**config.mk**
```make
export PLATFORM = sky130hd
export DESIGN_NAME = imuhs_core
export DESIGN_NICKNAME = d
export VERILOG_FILES = /design/src/imuhs_pkg.sv /design/src/imuhs_core.sv
export VERILOG_INCLUDE_DIRS = /design/src
export SDC_FILE = /design/constraint.sdc
export NUM_CORES = 1
export LEC_CHECK = 0
export BUFFER_PORTS_ARGS = -buffer_cell sky130_fd_sc_hd__buf_2
export CAP_MARGIN = 0
export CORE_MARGIN = 1.5
export CORE_UTILIZATION = 50
export CTS_BUF_LIST = sky130_fd_sc_hd__clkbuf_4 sky130_fd_sc_hd__clkbuf_8
export DETAILED_ROUTE_END_ITERATION = 8
export HOLD_SLACK_MARGIN = 0.15
export MAX_ROUTING_LAYER = met4
export PLACE_DENSITY = 0.72
export SLEW_MARGIN = 10
export SYNTH_ARGS = -nofsm -noshare
export SYNTH_HDL_FRONTEND = slang
export SYNTH_SLANG_ARGS = --single-unit
export TNS_END_PERCENT = 5
```
**constraint.sdc**
```tcl
create_clock -name aclk -period 4 [get_ports aclk]
set_clock_uncertainty 0.05 [all_clocks]
set_input_delay 0.8 -clock aclk [delete_from_list [all_inputs] [get_ports aclk]]
set_output_delay 0.8 -clock aclk [all_outputs]
set_load 0.01 [all_outputs]
```
**src/imuhs_regs.svh**
```systemverilog
/*
 * register offsets, field positions, reset values and timing counts of the
 * imu health, self-test and configuration block.
 * assumes a 32-bit axi4-lite slave with word-aligned registers.
 */
`ifndef IMUHS_REGS_SVH
`define IMUHS_REGS_SVH

// register byte offsets
`define IMUHS_CTRL_OFS        8'h00
`define IMUHS_STATUS_OFS      8'h04
`define IMUHS_ODR_DIV_OFS     8'h08
`define IMUHS_SAMPLE_OFS      8'h0c
`define IMUHS_HEALTH_SET_OFS  8'h10
`define IMUHS_SELFTEST_LO_OFS 8'h14
`define IMUHS_SELFTEST_HI_OFS 8'h18
`define IMUHS_TIME_SET_OFS    8'h1c
`define IMUHS_TIME_NOW_OFS    8'h20
`define IMUHS_PERSIST_OFS     8'h24
`define IMUHS_NV_COUNT_OFS    8'h28
`define IMUHS_WR_ACK_OFS      8'h2c

// control register fields
`define IMUHS_CTRL_STREAM_BIT   0
`define IMUHS_CTRL_TIME_ARM_BIT 1

// status register fields
`define IMUHS_ST_AVAIL_BIT  0
`define IMUHS_ST_STREAM_BIT 1
`define IMUHS_ST_ARMED_BIT  2
`define IMUHS_ST_LIMIT_BIT  3

// health code widths and codes
`define IMUHS_ACC_HEALTH_W  3
`define IMUHS_GYR_HEALTH_W  5
`define IMUHS_ACC_FAIL      3'h7
`define IMUHS_GYR_FAIL      5'h1f
`define IMUHS_HEALTH_OK     5'h00
`define IMUHS_ST_PASS       8'h03

// write acknowledge codes
`define IMUHS_ACK_OK        8'h00
`define IMUHS_ACK_NV_LIMIT  8'h01
`define IMUHS_ACK_BUSY      8'h02

// timing
`define IMUHS_CLK_HZ        25000000
`define IMUHS_ODR_MAX_HZ    1000
`define IMUHS_ODR_MIN_HZ    10
`define IMUHS_NV_LIMIT      10000
`define IMUHS_ODR_DIV_RST   16'h0001

`endif

```
**src/imuhs_pkg.sv**
```systemverilog
/*
 * types of the imu health, self-test and configuration block.
 * assumes imuhs_regs.svh for numbers.
 */
package imuhs_pkg;
	typedef enum logic [1:0] {
		IMUHS_AXI_OKAY   = 2'b00,
		IMUHS_AXI_SLVERR = 2'b10
	} imuhs_resp_type;

	typedef enum logic [0:0] {
		IMUHS_MODE_CMD    = 1'b0,
		IMUHS_MODE_STREAM = 1'b1
	} imuhs_mode_type;
endpackage : imuhs_pkg

```
**src/imuhs_core.sv**
```systemverilog
/*
 * imu health, self-test and configuration block: health codes, self-test
 * bytes, sample-available output, second-pulse time alignment, persistent
 * settings with a saturating write counter, all behind an axi4-lite slave.
 * assumes aclk at 25 mhz; second_pulse_input and reset_pin are asynchronous.
 */
// Chosen here: the address map and the AXI4-Lite interface to the registers.
// What this block does
// - accelerometer samples carry three-bit health, gyroscope samples five-bit health.
// - health zero means fully trustworthy, also after lossless recovery.
// - accelerometer health all-ones means output untrustworthy.
// - gyroscope health all-ones means output untrustworthy.
// - other health codes mean partly trustworthy, early warning.
// - monitor quality, attempt recovery, update health codes.
// - self-test gives six bytes; pass code per byte, else failure.
// - sample-available output rises when a new sample set exists.
// - sample rate programmable from one thousand to ten per second.
// - low-to-high edge on host reset pin resets the device.
// - set-time value takes effect at the next second pulse.
// - timestamp kept as unix seconds count.
// - persist write copies eligible settings into non-volatile store.
// - non-volatile writes counted in readable register; limit ten thousand; code blocks stores only once the count exceeds it, after 10001.
// - over-limit makes register-write acknowledge carry an error code.
// - device is slave only, never initiates transfers.
// - register read and write accepted only in command mode; stream mode still allows ctrl/time-set writes, status/sample/time-now reads.
`timescale 1ns/10ps
`include "imuhs_regs.svh"

module imuhs_core #(
	parameter int ODR_DIV_MAX = (`IMUHS_CLK_HZ / `IMUHS_ODR_MIN_HZ) / (`IMUHS_CLK_HZ / `IMUHS_ODR_MAX_HZ),
	parameter int BASE_TICKS  = `IMUHS_CLK_HZ / `IMUHS_ODR_MAX_HZ,
	parameter int SEC_TICKS   = `IMUHS_CLK_HZ
) (
	input  wire logic                    aclk,
	input  wire logic                    aresetn,
	input  wire logic [7:0]              s_axi_awaddr,
	input  wire logic                    s_axi_awvalid,
	output logic                         s_axi_awready,
	input  wire logic [31:0]             s_axi_wdata,
	input  wire logic [3:0]              s_axi_wstrb,
	input  wire logic                    s_axi_wvalid,
	output logic                         s_axi_wready,
	output imuhs_pkg::imuhs_resp_type    s_axi_bresp,
	output logic                         s_axi_bvalid,
	input  wire logic                    s_axi_bready,
	input  wire logic [7:0]              s_axi_araddr,
	input  wire logic                    s_axi_arvalid,
	output logic                         s_axi_arready,
	output logic [31:0]                  s_axi_rdata,
	output imuhs_pkg::imuhs_resp_type    s_axi_rresp,
	output logic                         s_axi_rvalid,
	input  wire logic                    s_axi_rready,
	input  wire logic                    second_pulse_input,
	input  wire logic                    reset_pin,
	input  wire logic [7:0]              monitor_degrade,
	input  wire logic [47:0]             selftest_bytes,
	output logic                         sample_available_out,
	output logic [2:0]                   acc_health,
	output logic [4:0]                   gyr_health,
	output logic [31:0]                  nv_store_data,
	output logic                         nv_store_we
);
	import imuhs_pkg::*;

	////////////////////////////////////////////////////////////////////////////
	// synchronisers and edge detection
	logic [1:0]  pps_sync;
	logic [1:0]  rst_sync;
	logic        pps_last;
	logic        rst_last;
	logic        pps_rise;
	logic        pin_reset;
	logic        srst;

	// two flops per async input, then an edge register
	always_ff @(posedge aclk) begin
		if (!aresetn) begin
			pps_sync <= 2'h0;
			rst_sync <= 2'h3;
			pps_last <= 1'b0;
			rst_last <= 1'b1;
		end else begin
			pps_sync <= {pps_sync[0], second_pulse_input};
			rst_sync <= {rst_sync[0], reset_pin};
			pps_last <= pps_sync[1];
			rst_last <= rst_sync[1];
		end
	end
	assign pps_rise  = pps_sync[1] & ~pps_last;
	assign pin_reset = rst_sync[1] & ~rst_last;
	assign srst      = ~aresetn | pin_reset;

	////////////////////////////////////////////////////////////////////////////
	// registers written by software
	imuhs_mode_type mode;
	logic        time_armed;
	logic [15:0] odr_div;
	logic [7:0]  health_force;
	logic [31:0] time_set;
	logic [31:0] time_now;
	logic [13:0] nv_count;
	logic [7:0]  wr_ack;
	logic        nv_over;

	// axi write channel state
	logic        aw_held;
	logic        w_held;
	logic [7:0]  aw_addr;
	logic [31:0] w_data;
	logic        wr_go;
	logic        wr_cfg_ok;
	imuhs_resp_type next_bresp;

	assign s_axi_awready = ~aw_held & ~s_axi_bvalid;
	assign s_axi_wready  = ~w_held & ~s_axi_bvalid;
	assign wr_go   = aw_held & w_held & ~s_axi_bvalid;
	assign nv_over = (nv_count > 14'(`IMUHS_NV_LIMIT));

	// address and data taken in either order, answer follows both
	always_ff @(posedge aclk) begin
		if (srst) begin
			aw_held      <= 1'b0;
			w_held       <= 1'b0;
			aw_addr      <= 8'h00;
			w_data       <= 32'h0;
			s_axi_bvalid <= 1'b0;
			s_axi_bresp  <= IMUHS_AXI_OKAY;
		end else begin
			if (s_axi_awvalid && s_axi_awready) begin
				aw_held <= 1'b1;
				aw_addr <= s_axi_awaddr;
			end
			if (s_axi_wvalid && s_axi_wready) begin
				w_held <= 1'b1;
				w_data <= s_axi_wdata;
			end
			if (wr_go) begin
				aw_held      <= 1'b0;
				w_held       <= 1'b0;
				s_axi_bvalid <= 1'b1;
				s_axi_bresp  <= next_bresp;
			end else if (s_axi_bvalid && s_axi_bready) begin
				s_axi_bvalid <= 1'b0;
			end
		end
	end

	// decode: stream control and time always, odr, health and persist only in command mode, others refused
	always_comb begin
		wr_cfg_ok  = 1'b0;
		next_bresp = IMUHS_AXI_OKAY;
		case (aw_addr)
			`IMUHS_CTRL_OFS, `IMUHS_TIME_SET_OFS: wr_cfg_ok = 1'b0;
			`IMUHS_ODR_DIV_OFS, `IMUHS_HEALTH_SET_OFS, `IMUHS_PERSIST_OFS: begin
				wr_cfg_ok  = (mode == IMUHS_MODE_CMD);
				next_bresp = wr_cfg_ok ? IMUHS_AXI_OKAY : IMUHS_AXI_SLVERR;
			end
			default: next_bresp = IMUHS_AXI_SLVERR;
		endcase
	end

	// configuration and acknowledge code
	always_ff @(posedge aclk) begin
		if (srst) begin
			mode         <= IMUHS_MODE_CMD;
			odr_div      <= `IMUHS_ODR_DIV_RST;
			health_force <= 8'h00;
			time_set     <= 32'h0;
			wr_ack       <= `IMUHS_ACK_OK;
		end else if (wr_go) begin
			if (aw_addr == `IMUHS_CTRL_OFS && s_axi_wstrb[0])
				mode <= imuhs_mode_type'(w_data[`IMUHS_CTRL_STREAM_BIT]);
			if (aw_addr == `IMUHS_TIME_SET_OFS)
				time_set <= w_data;
			if (wr_cfg_ok && aw_addr == `IMUHS_ODR_DIV_OFS) begin
				// clamp keeps the rate between 1000 and 10 per second
				if (w_data[15:0] == 16'h0)
					odr_div <= 16'h0001;
				else if (w_data[15:0] > 16'(ODR_DIV_MAX))
					odr_div <= 16'(ODR_DIV_MAX);
				else
					odr_div <= w_data[15:0];
			end
			if (wr_cfg_ok && aw_addr == `IMUHS_HEALTH_SET_OFS)
				health_force <= w_data[7:0];
			if (aw_addr == `IMUHS_ODR_DIV_OFS || aw_addr == `IMUHS_HEALTH_SET_OFS ||
			    aw_addr == `IMUHS_PERSIST_OFS)
				wr_ack <= !wr_cfg_ok ? `IMUHS_ACK_BUSY :
					nv_over ? `IMUHS_ACK_NV_LIMIT : `IMUHS_ACK_OK;
		end
	end

	////////////////////////////////////////////////////////////////////////////
	// persistent store and saturating write counter
	always_ff @(posedge aclk) begin
		if (srst) begin
			nv_store_we   <= 1'b0;
			nv_store_data <= 32'h0;
		end else begin
			nv_store_we <= 1'b0;
			if (wr_go && wr_cfg_ok && aw_addr == `IMUHS_PERSIST_OFS && !nv_over) begin
				nv_store_we   <= 1'b1;
				nv_store_data <= {8'h00, health_force, odr_div};
			end
		end
	end

	// counter is lifetime state: only the bus reset clears it
	always_ff @(posedge aclk) begin
		if (!aresetn)
			nv_count <= 14'h0;
		else if (nv_store_we && nv_count != 14'h3fff)
			nv_count <= nv_count + 14'h1;
	end

	////////////////////////////////////////////////////////////////////////////
	// sample timing: 1 ms base tick divided by odr_div
	logic [$clog2(BASE_TICKS)-1:0] base_cnt;
	logic [15:0] odr_cnt;
	logic        sample_tick;
	logic        read_sample;

	always_ff @(posedge aclk) begin
		if (srst) begin
			base_cnt <= '0;
			odr_cnt  <= 16'h0;
		end else if (base_cnt == ($clog2(BASE_TICKS))'(BASE_TICKS - 1)) begin
			base_cnt <= '0;
			odr_cnt  <= (odr_cnt + 16'h1 >= odr_div) ? 16'h0 : odr_cnt + 16'h1;
		end else begin
			base_cnt <= base_cnt + 1'b1;
		end
	end
	assign sample_tick = (base_cnt == ($clog2(BASE_TICKS))'(BASE_TICKS - 1)) &&
		(odr_cnt + 16'h1 >= odr_div);

	////////////////////////////////////////////////////////////////////////////
	// health codes: monitor degradation, recover, latch per sample
	logic [2:0] next_acc;
	logic [4:0] next_gyr;

	// bits 2:0 acc, 7:3 gyro, each set bit a failed redundant path
	always_comb begin
		next_acc = monitor_degrade[2:0] | health_force[2:0];
		next_gyr = monitor_degrade[7:3] | health_force[7:3];
		if (next_acc == 3'h0)
			next_acc = 3'(`IMUHS_HEALTH_OK);
		if (next_gyr == 5'h0)
			next_gyr = 5'(`IMUHS_HEALTH_OK);
		if (&monitor_degrade[2:0])
			next_acc = `IMUHS_ACC_FAIL;
		if (&monitor_degrade[7:3])
			next_gyr = `IMUHS_GYR_FAIL;
	end

	always_ff @(posedge aclk) begin
		if (srst) begin
			acc_health <= 3'h0;
			gyr_health <= 5'h0;
		end else if (sample_tick) begin
			acc_health <= next_acc;
			gyr_health <= next_gyr;
		end
	end

	// data-ready: set wins over the read that clears it
	assign read_sample = s_axi_arvalid && s_axi_arready && s_axi_araddr == `IMUHS_SAMPLE_OFS;
	always_ff @(posedge aclk) begin
		if (srst)
			sample_available_out <= 1'b0;
		else if (sample_tick)
			sample_available_out <= 1'b1;
		else if (read_sample)
			sample_available_out <= 1'b0;
	end

	////////////////////////////////////////////////////////////////////////////
	// unix seconds: free-running second count, aligned on the second pulse
	logic [$clog2(SEC_TICKS)-1:0] sec_cnt;
	always_ff @(posedge aclk) begin
		if (srst) begin
			sec_cnt    <= '0;
			time_now   <= 32'h0;
			time_armed <= 1'b0;
		end else begin
			if (time_armed && pps_rise) begin
				time_now   <= time_set;
				sec_cnt    <= '0;
				time_armed <= 1'b0;
			end else if (sec_cnt == ($clog2(SEC_TICKS))'(SEC_TICKS - 1)) begin
				sec_cnt  <= '0;
				time_now <= time_now + 32'h1;
			end else begin
				sec_cnt <= sec_cnt + 1'b1;
			end
			if (wr_go && aw_addr == `IMUHS_TIME_SET_OFS)
				time_armed <= 1'b1;
		end
	end

	////////////////////////////////////////////////////////////////////////////
	// read channel
	logic [31:0] next_rdata;
	logic        rd_ok;
	always_comb begin
		next_rdata = 32'h0;
		rd_ok      = 1'b1;
		case (s_axi_araddr)
			`IMUHS_CTRL_OFS:        next_rdata = {30'h0, time_armed, mode};
			`IMUHS_STATUS_OFS:      next_rdata = {28'h0, nv_over, time_armed, mode,
				sample_available_out};
			`IMUHS_ODR_DIV_OFS:     next_rdata = {16'h0, odr_div};
			`IMUHS_SAMPLE_OFS:      next_rdata = {16'h0, gyr_health, acc_health, 8'h00};
			`IMUHS_HEALTH_SET_OFS:  next_rdata = {24'h0, health_force};
			`IMUHS_SELFTEST_LO_OFS: next_rdata = selftest_bytes[31:0];
			`IMUHS_SELFTEST_HI_OFS: next_rdata = {15'h0,
				selftest_bytes == {6{`IMUHS_ST_PASS}}, selftest_bytes[47:32]};
			`IMUHS_TIME_SET_OFS:    next_rdata = time_set;
			`IMUHS_TIME_NOW_OFS:    next_rdata = time_now;
			`IMUHS_NV_COUNT_OFS:    next_rdata = {18'h0, nv_count};
			`IMUHS_WR_ACK_OFS:      next_rdata = {24'h0, wr_ack};
			default:                rd_ok = 1'b0;
		endcase
		if (mode == IMUHS_MODE_STREAM && s_axi_araddr != `IMUHS_SAMPLE_OFS &&
		    s_axi_araddr != `IMUHS_STATUS_OFS && s_axi_araddr != `IMUHS_TIME_NOW_OFS) begin
			rd_ok      = 1'b0;
			next_rdata = 32'h0;
		end
	end

	assign s_axi_arready = ~s_axi_rvalid;
	always_ff @(posedge aclk) begin
		if (srst) begin
			s_axi_rvalid <= 1'b0;
			s_axi_rdata  <= 32'h0;
			s_axi_rresp  <= IMUHS_AXI_OKAY;
		end else if (s_axi_arvalid && s_axi_arready) begin
			s_axi_rvalid <= 1'b1;
			s_axi_rdata  <= next_rdata;
			s_axi_rresp  <= rd_ok ? IMUHS_AXI_OKAY : IMUHS_AXI_SLVERR;
		end else if (s_axi_rready) begin
			s_axi_rvalid <= 1'b0;
		end
	end
endmodule : imuhs_core

```
==> flow_summary.toml <==
[run_status]
run_status = "completed"

[logic_synthesis]
synth_cell_types = 72
syn_inst = 1553
yosysSeqAreaShare = 0.4363
yosysWarnings = 0
postSynthAreaPerCell_um2 = 8.273
yosys_most_used_dff = "dfxtp_1"
synth_seq_cells = 280
synth_edf_count = 0
synth.top_cell.area_share = 0.4363
synth_top_area_cell = "dfxtp_1"
synth_area_mm2 = 0.01285
synth_area_leaders = "dfxtp_1, nand2_1, a21oi_1, nor2_1, xnor2_1"
async_reset_ff_frac = 0

[critical_path]
cp.arrival_ns = 4.11
r2r_slack_ns = 0.35
worstPathMaxFanout = 9
crit_required_ns = 4.45
crit_chain = "ha_1 > nand3_1 > nor3_1 > nand2_1 > xnor2_1 > ha_1 > nand4_1 > nor3_1 > or3_1 > nor4_4 > buf_4 > nand2_1 > a31oi_1"
worstReg2RegEnd = "odr_cnt[4]"
crit_path_start = "odr_cnt[0]"
worstSetupEndpoint = "odr_cnt[4]"
endpoint_kind = "register"
r2r-start = "odr_cnt[0]"
cp-start-kind = "register"
cp_slowest_stage_delay_ns = 0.43
path_class = "register to register"
r2r_cells = 13
cpMaxStageDelayCell = "dfxtp_1"

[clocking]
numCtsBuffers = 47
cts_root_buf = "clkbuf_8"
htreeDepth = 2
post_cts_buffers = 0
clk-insertion-delay-late_ns = 0.58
cts_tree = "built"
cts_buffer_depth = 3
clkTransAtPathRegs_ns = 0.07
ctsResizeCount = 0
cts_hold_buf = 0
cts.sink_count = 280

[place]
gp_congestion = 0.9956
portBuffers = 186
place_hpwl_um = 28760
postPlaceCellArea_mm2 = 0.01398

[finish]
area_growth_pct = 16.69
fill_cells = 2296
drive_gt1_frac = 0.1776
postLayoutCellArea_mm2 = 0.01499
final_cell_mix = "dfxtp_1, nand2_1, buf_2, a21oi_1, nor2_1"
diodes = 0
utilization = 0.5953
final_common_cell = "dfxtp_1"
nNetsFinal = 1859

[routing]
drtPass1Iterations = 7
drc = 0
via_per_inst = 5.782
wirelength_um = 39520
ant_nets = 0
routedWlPerCell_um = 18.94
dr.first_iter.drc_count = 1128
vias = 12068

[timing]
rsz0062_at_grt = "false"
fmax_mhz = 273.8
drv_slew = 0
setup_viol = 0
final.setup.tns_ns = 0
min_period_over_period = 0.9131
hold_viol_final = 0
worst_pin_slew_ns = 1.130
maxSlewHeadroom = 0.2468
fin_crit_ns = 3.653

[die]
ioPinCount = 200
die_w_um = 163.3
rows = 58
die_height_um = 163.3
start_util = 0.5102
dieArea_mm2 = 0.02667
core_area_mm2 = 0.02518

[job]
maxCapViolations = 0

[pwr]
ir_drop_uv = 350.8
leakage_nw = 5.973
p_per_area_mw_per_mm2 = 392.5

[grt]
grt_usage = 0.3019
grt_max_degree = 129
grt-ovfl-total = 0
antenna_found_initial = 0
grt_pass1_wl_um = 60660
grt_pass1_vias = 11114

[hold_path]
hold_path.class = "register to register"
## cell type report
class                           instances  area, µm²  area share
Multi-Input combinational cell       1152       6744      0.4498
Inverter                               32      120.1    0.008012
Timing Repair Buffer                  207       1101     0.07344
Clock inverter                         11      76.32    0.005091
Sequential cell                       280       5605      0.3739
Clock buffer                           75      932.1     0.06218
Tap cell                              330      412.9     0.02754
## state kept, by name (all words and copies together) (netlist names), 3 cells and up
register,flops
base_cnt,15
time_set,32
nv_store_data,24
time_now,32
odr_cnt,16
w_data,32
s_axi_rdata,32
aw_addr,8
odr_div,16
health_force,8
nv_count,14
acc_health,3
gyr_health,5
sec_cnt,25
## cells by family (layout without fill, tap and decap cells)
family / Yosys count / count (layout) / synth area share
AOI/OAI and AO/OA: 355 / 355 / 0.1677
and+or+nand+nor: 633 / 633 / 0.2352
buffers and inverters: 130 / 325 / 0.04363
DFF: 280 / 280 / 0.4363
adders and majority gates: 22 / 22 / 0.02143
muxes: 44 / 44 / 0.03545
other: 1 / 10 / 0.0002919
xor gates and xnor gates: 88 / 88 / 0.05999
## worst max-delay path: cells and delay by family, from the launching register on
family                   cells  cell delay [ns]
AO/OA/AOI/OAI                1             0.16
XOR/XNOR                     1             0.20
adder cells (fa/ha/maj)      2             0.56
buffers and inverters        1             0.24
flip-flops                   1             0.43
AND/OR/NAND/NOR              8             1.95
## worst min path at each step
stage | slack (ns) | cells after the start | end | start
4_1_cts | 0.36 | 2 | rst_sync[0] | reset_pin
3_3_place_gp | 0.35 | 1 | rst_sync[1] | rst_sync[0]
5_1_grt | 0.37 | 2 | rst_sync[0] | reset_pin
2_1_floorplan | 0.34 | 1 | rst_sync[1] | rst_sync[0]
6_report | 0.37 | 1 | rst_sync[1] | rst_sync[0]
3_5_place_dp | 0.35 | 1 | rst_sync[1] | rst_sync[0]
## stage by stage
stage | total power [mW] | worst slack, ns | hold slack [ns] | instances
global placement | 3.258 | 0.5127 | 0.3476 | 2001
finish | 5.884 | 0.3475 | 0.3698 | 2087
global route | 6.088 | 0.1070 | 0.3689 | 2087
floorplan | 3.118 | 0.8561 | 0.3363 | 1562
CTS | 5.913 | 0.3843 | 0.3615 | 2087
detailed placement | 3.265 | 0.4206 | 0.3536 | 2001
## layer usage
metal | up-vias | part of all wire | track usage | wire, µm
met5 | - | 0 | - | 0
met4 | 0 | 0.042 | 0.1355 | 1651
met3 | 93 | 0.086 | 0.05866 | 3392
met2 | 466 | 0.43 | 0.4324 | 16920
met1 | 5692 | 0.44 | 0.4103 | 17560
li1 | 5817 | - | - | -
## report_power, final
| group | total, mW | internal, mW | switching, mW | leakage (nW) |
|---|---|---|---|---|
| clock | 2.68 | 1.49 | 1.19 | 0.546 |
| sequential | 2.87 | 2.83 | 0.0373 | 2.26 |
| combinational | 0.341 | 0.117 | 0.224 | 3.16 |
| total | 5.88 | 4.44 | 1.45 | 5.97 |
## cell usage after synthesis, drive strengths merged, types with 6 or more instances
library cell    n
nor4b          11
o21ai          79
and2           19
xnor2          49
nor3           21
nand2b          9
inv            32
nand3          41
nand2         230
or4             6
a22o           10
clkbuf         77
mux2i          41
a31oi          15
nor4           23
dfxtp         280
buf            21
nand3b          6
xor2           39
a22oi          17
a21oi         167
o22ai           7
nor2          165
ha             22
nor2b          12
and3           26
and4            9
nand4          30
or3             6
a222oi         27
Note: power is estimated with default switching activity, not from simulation.
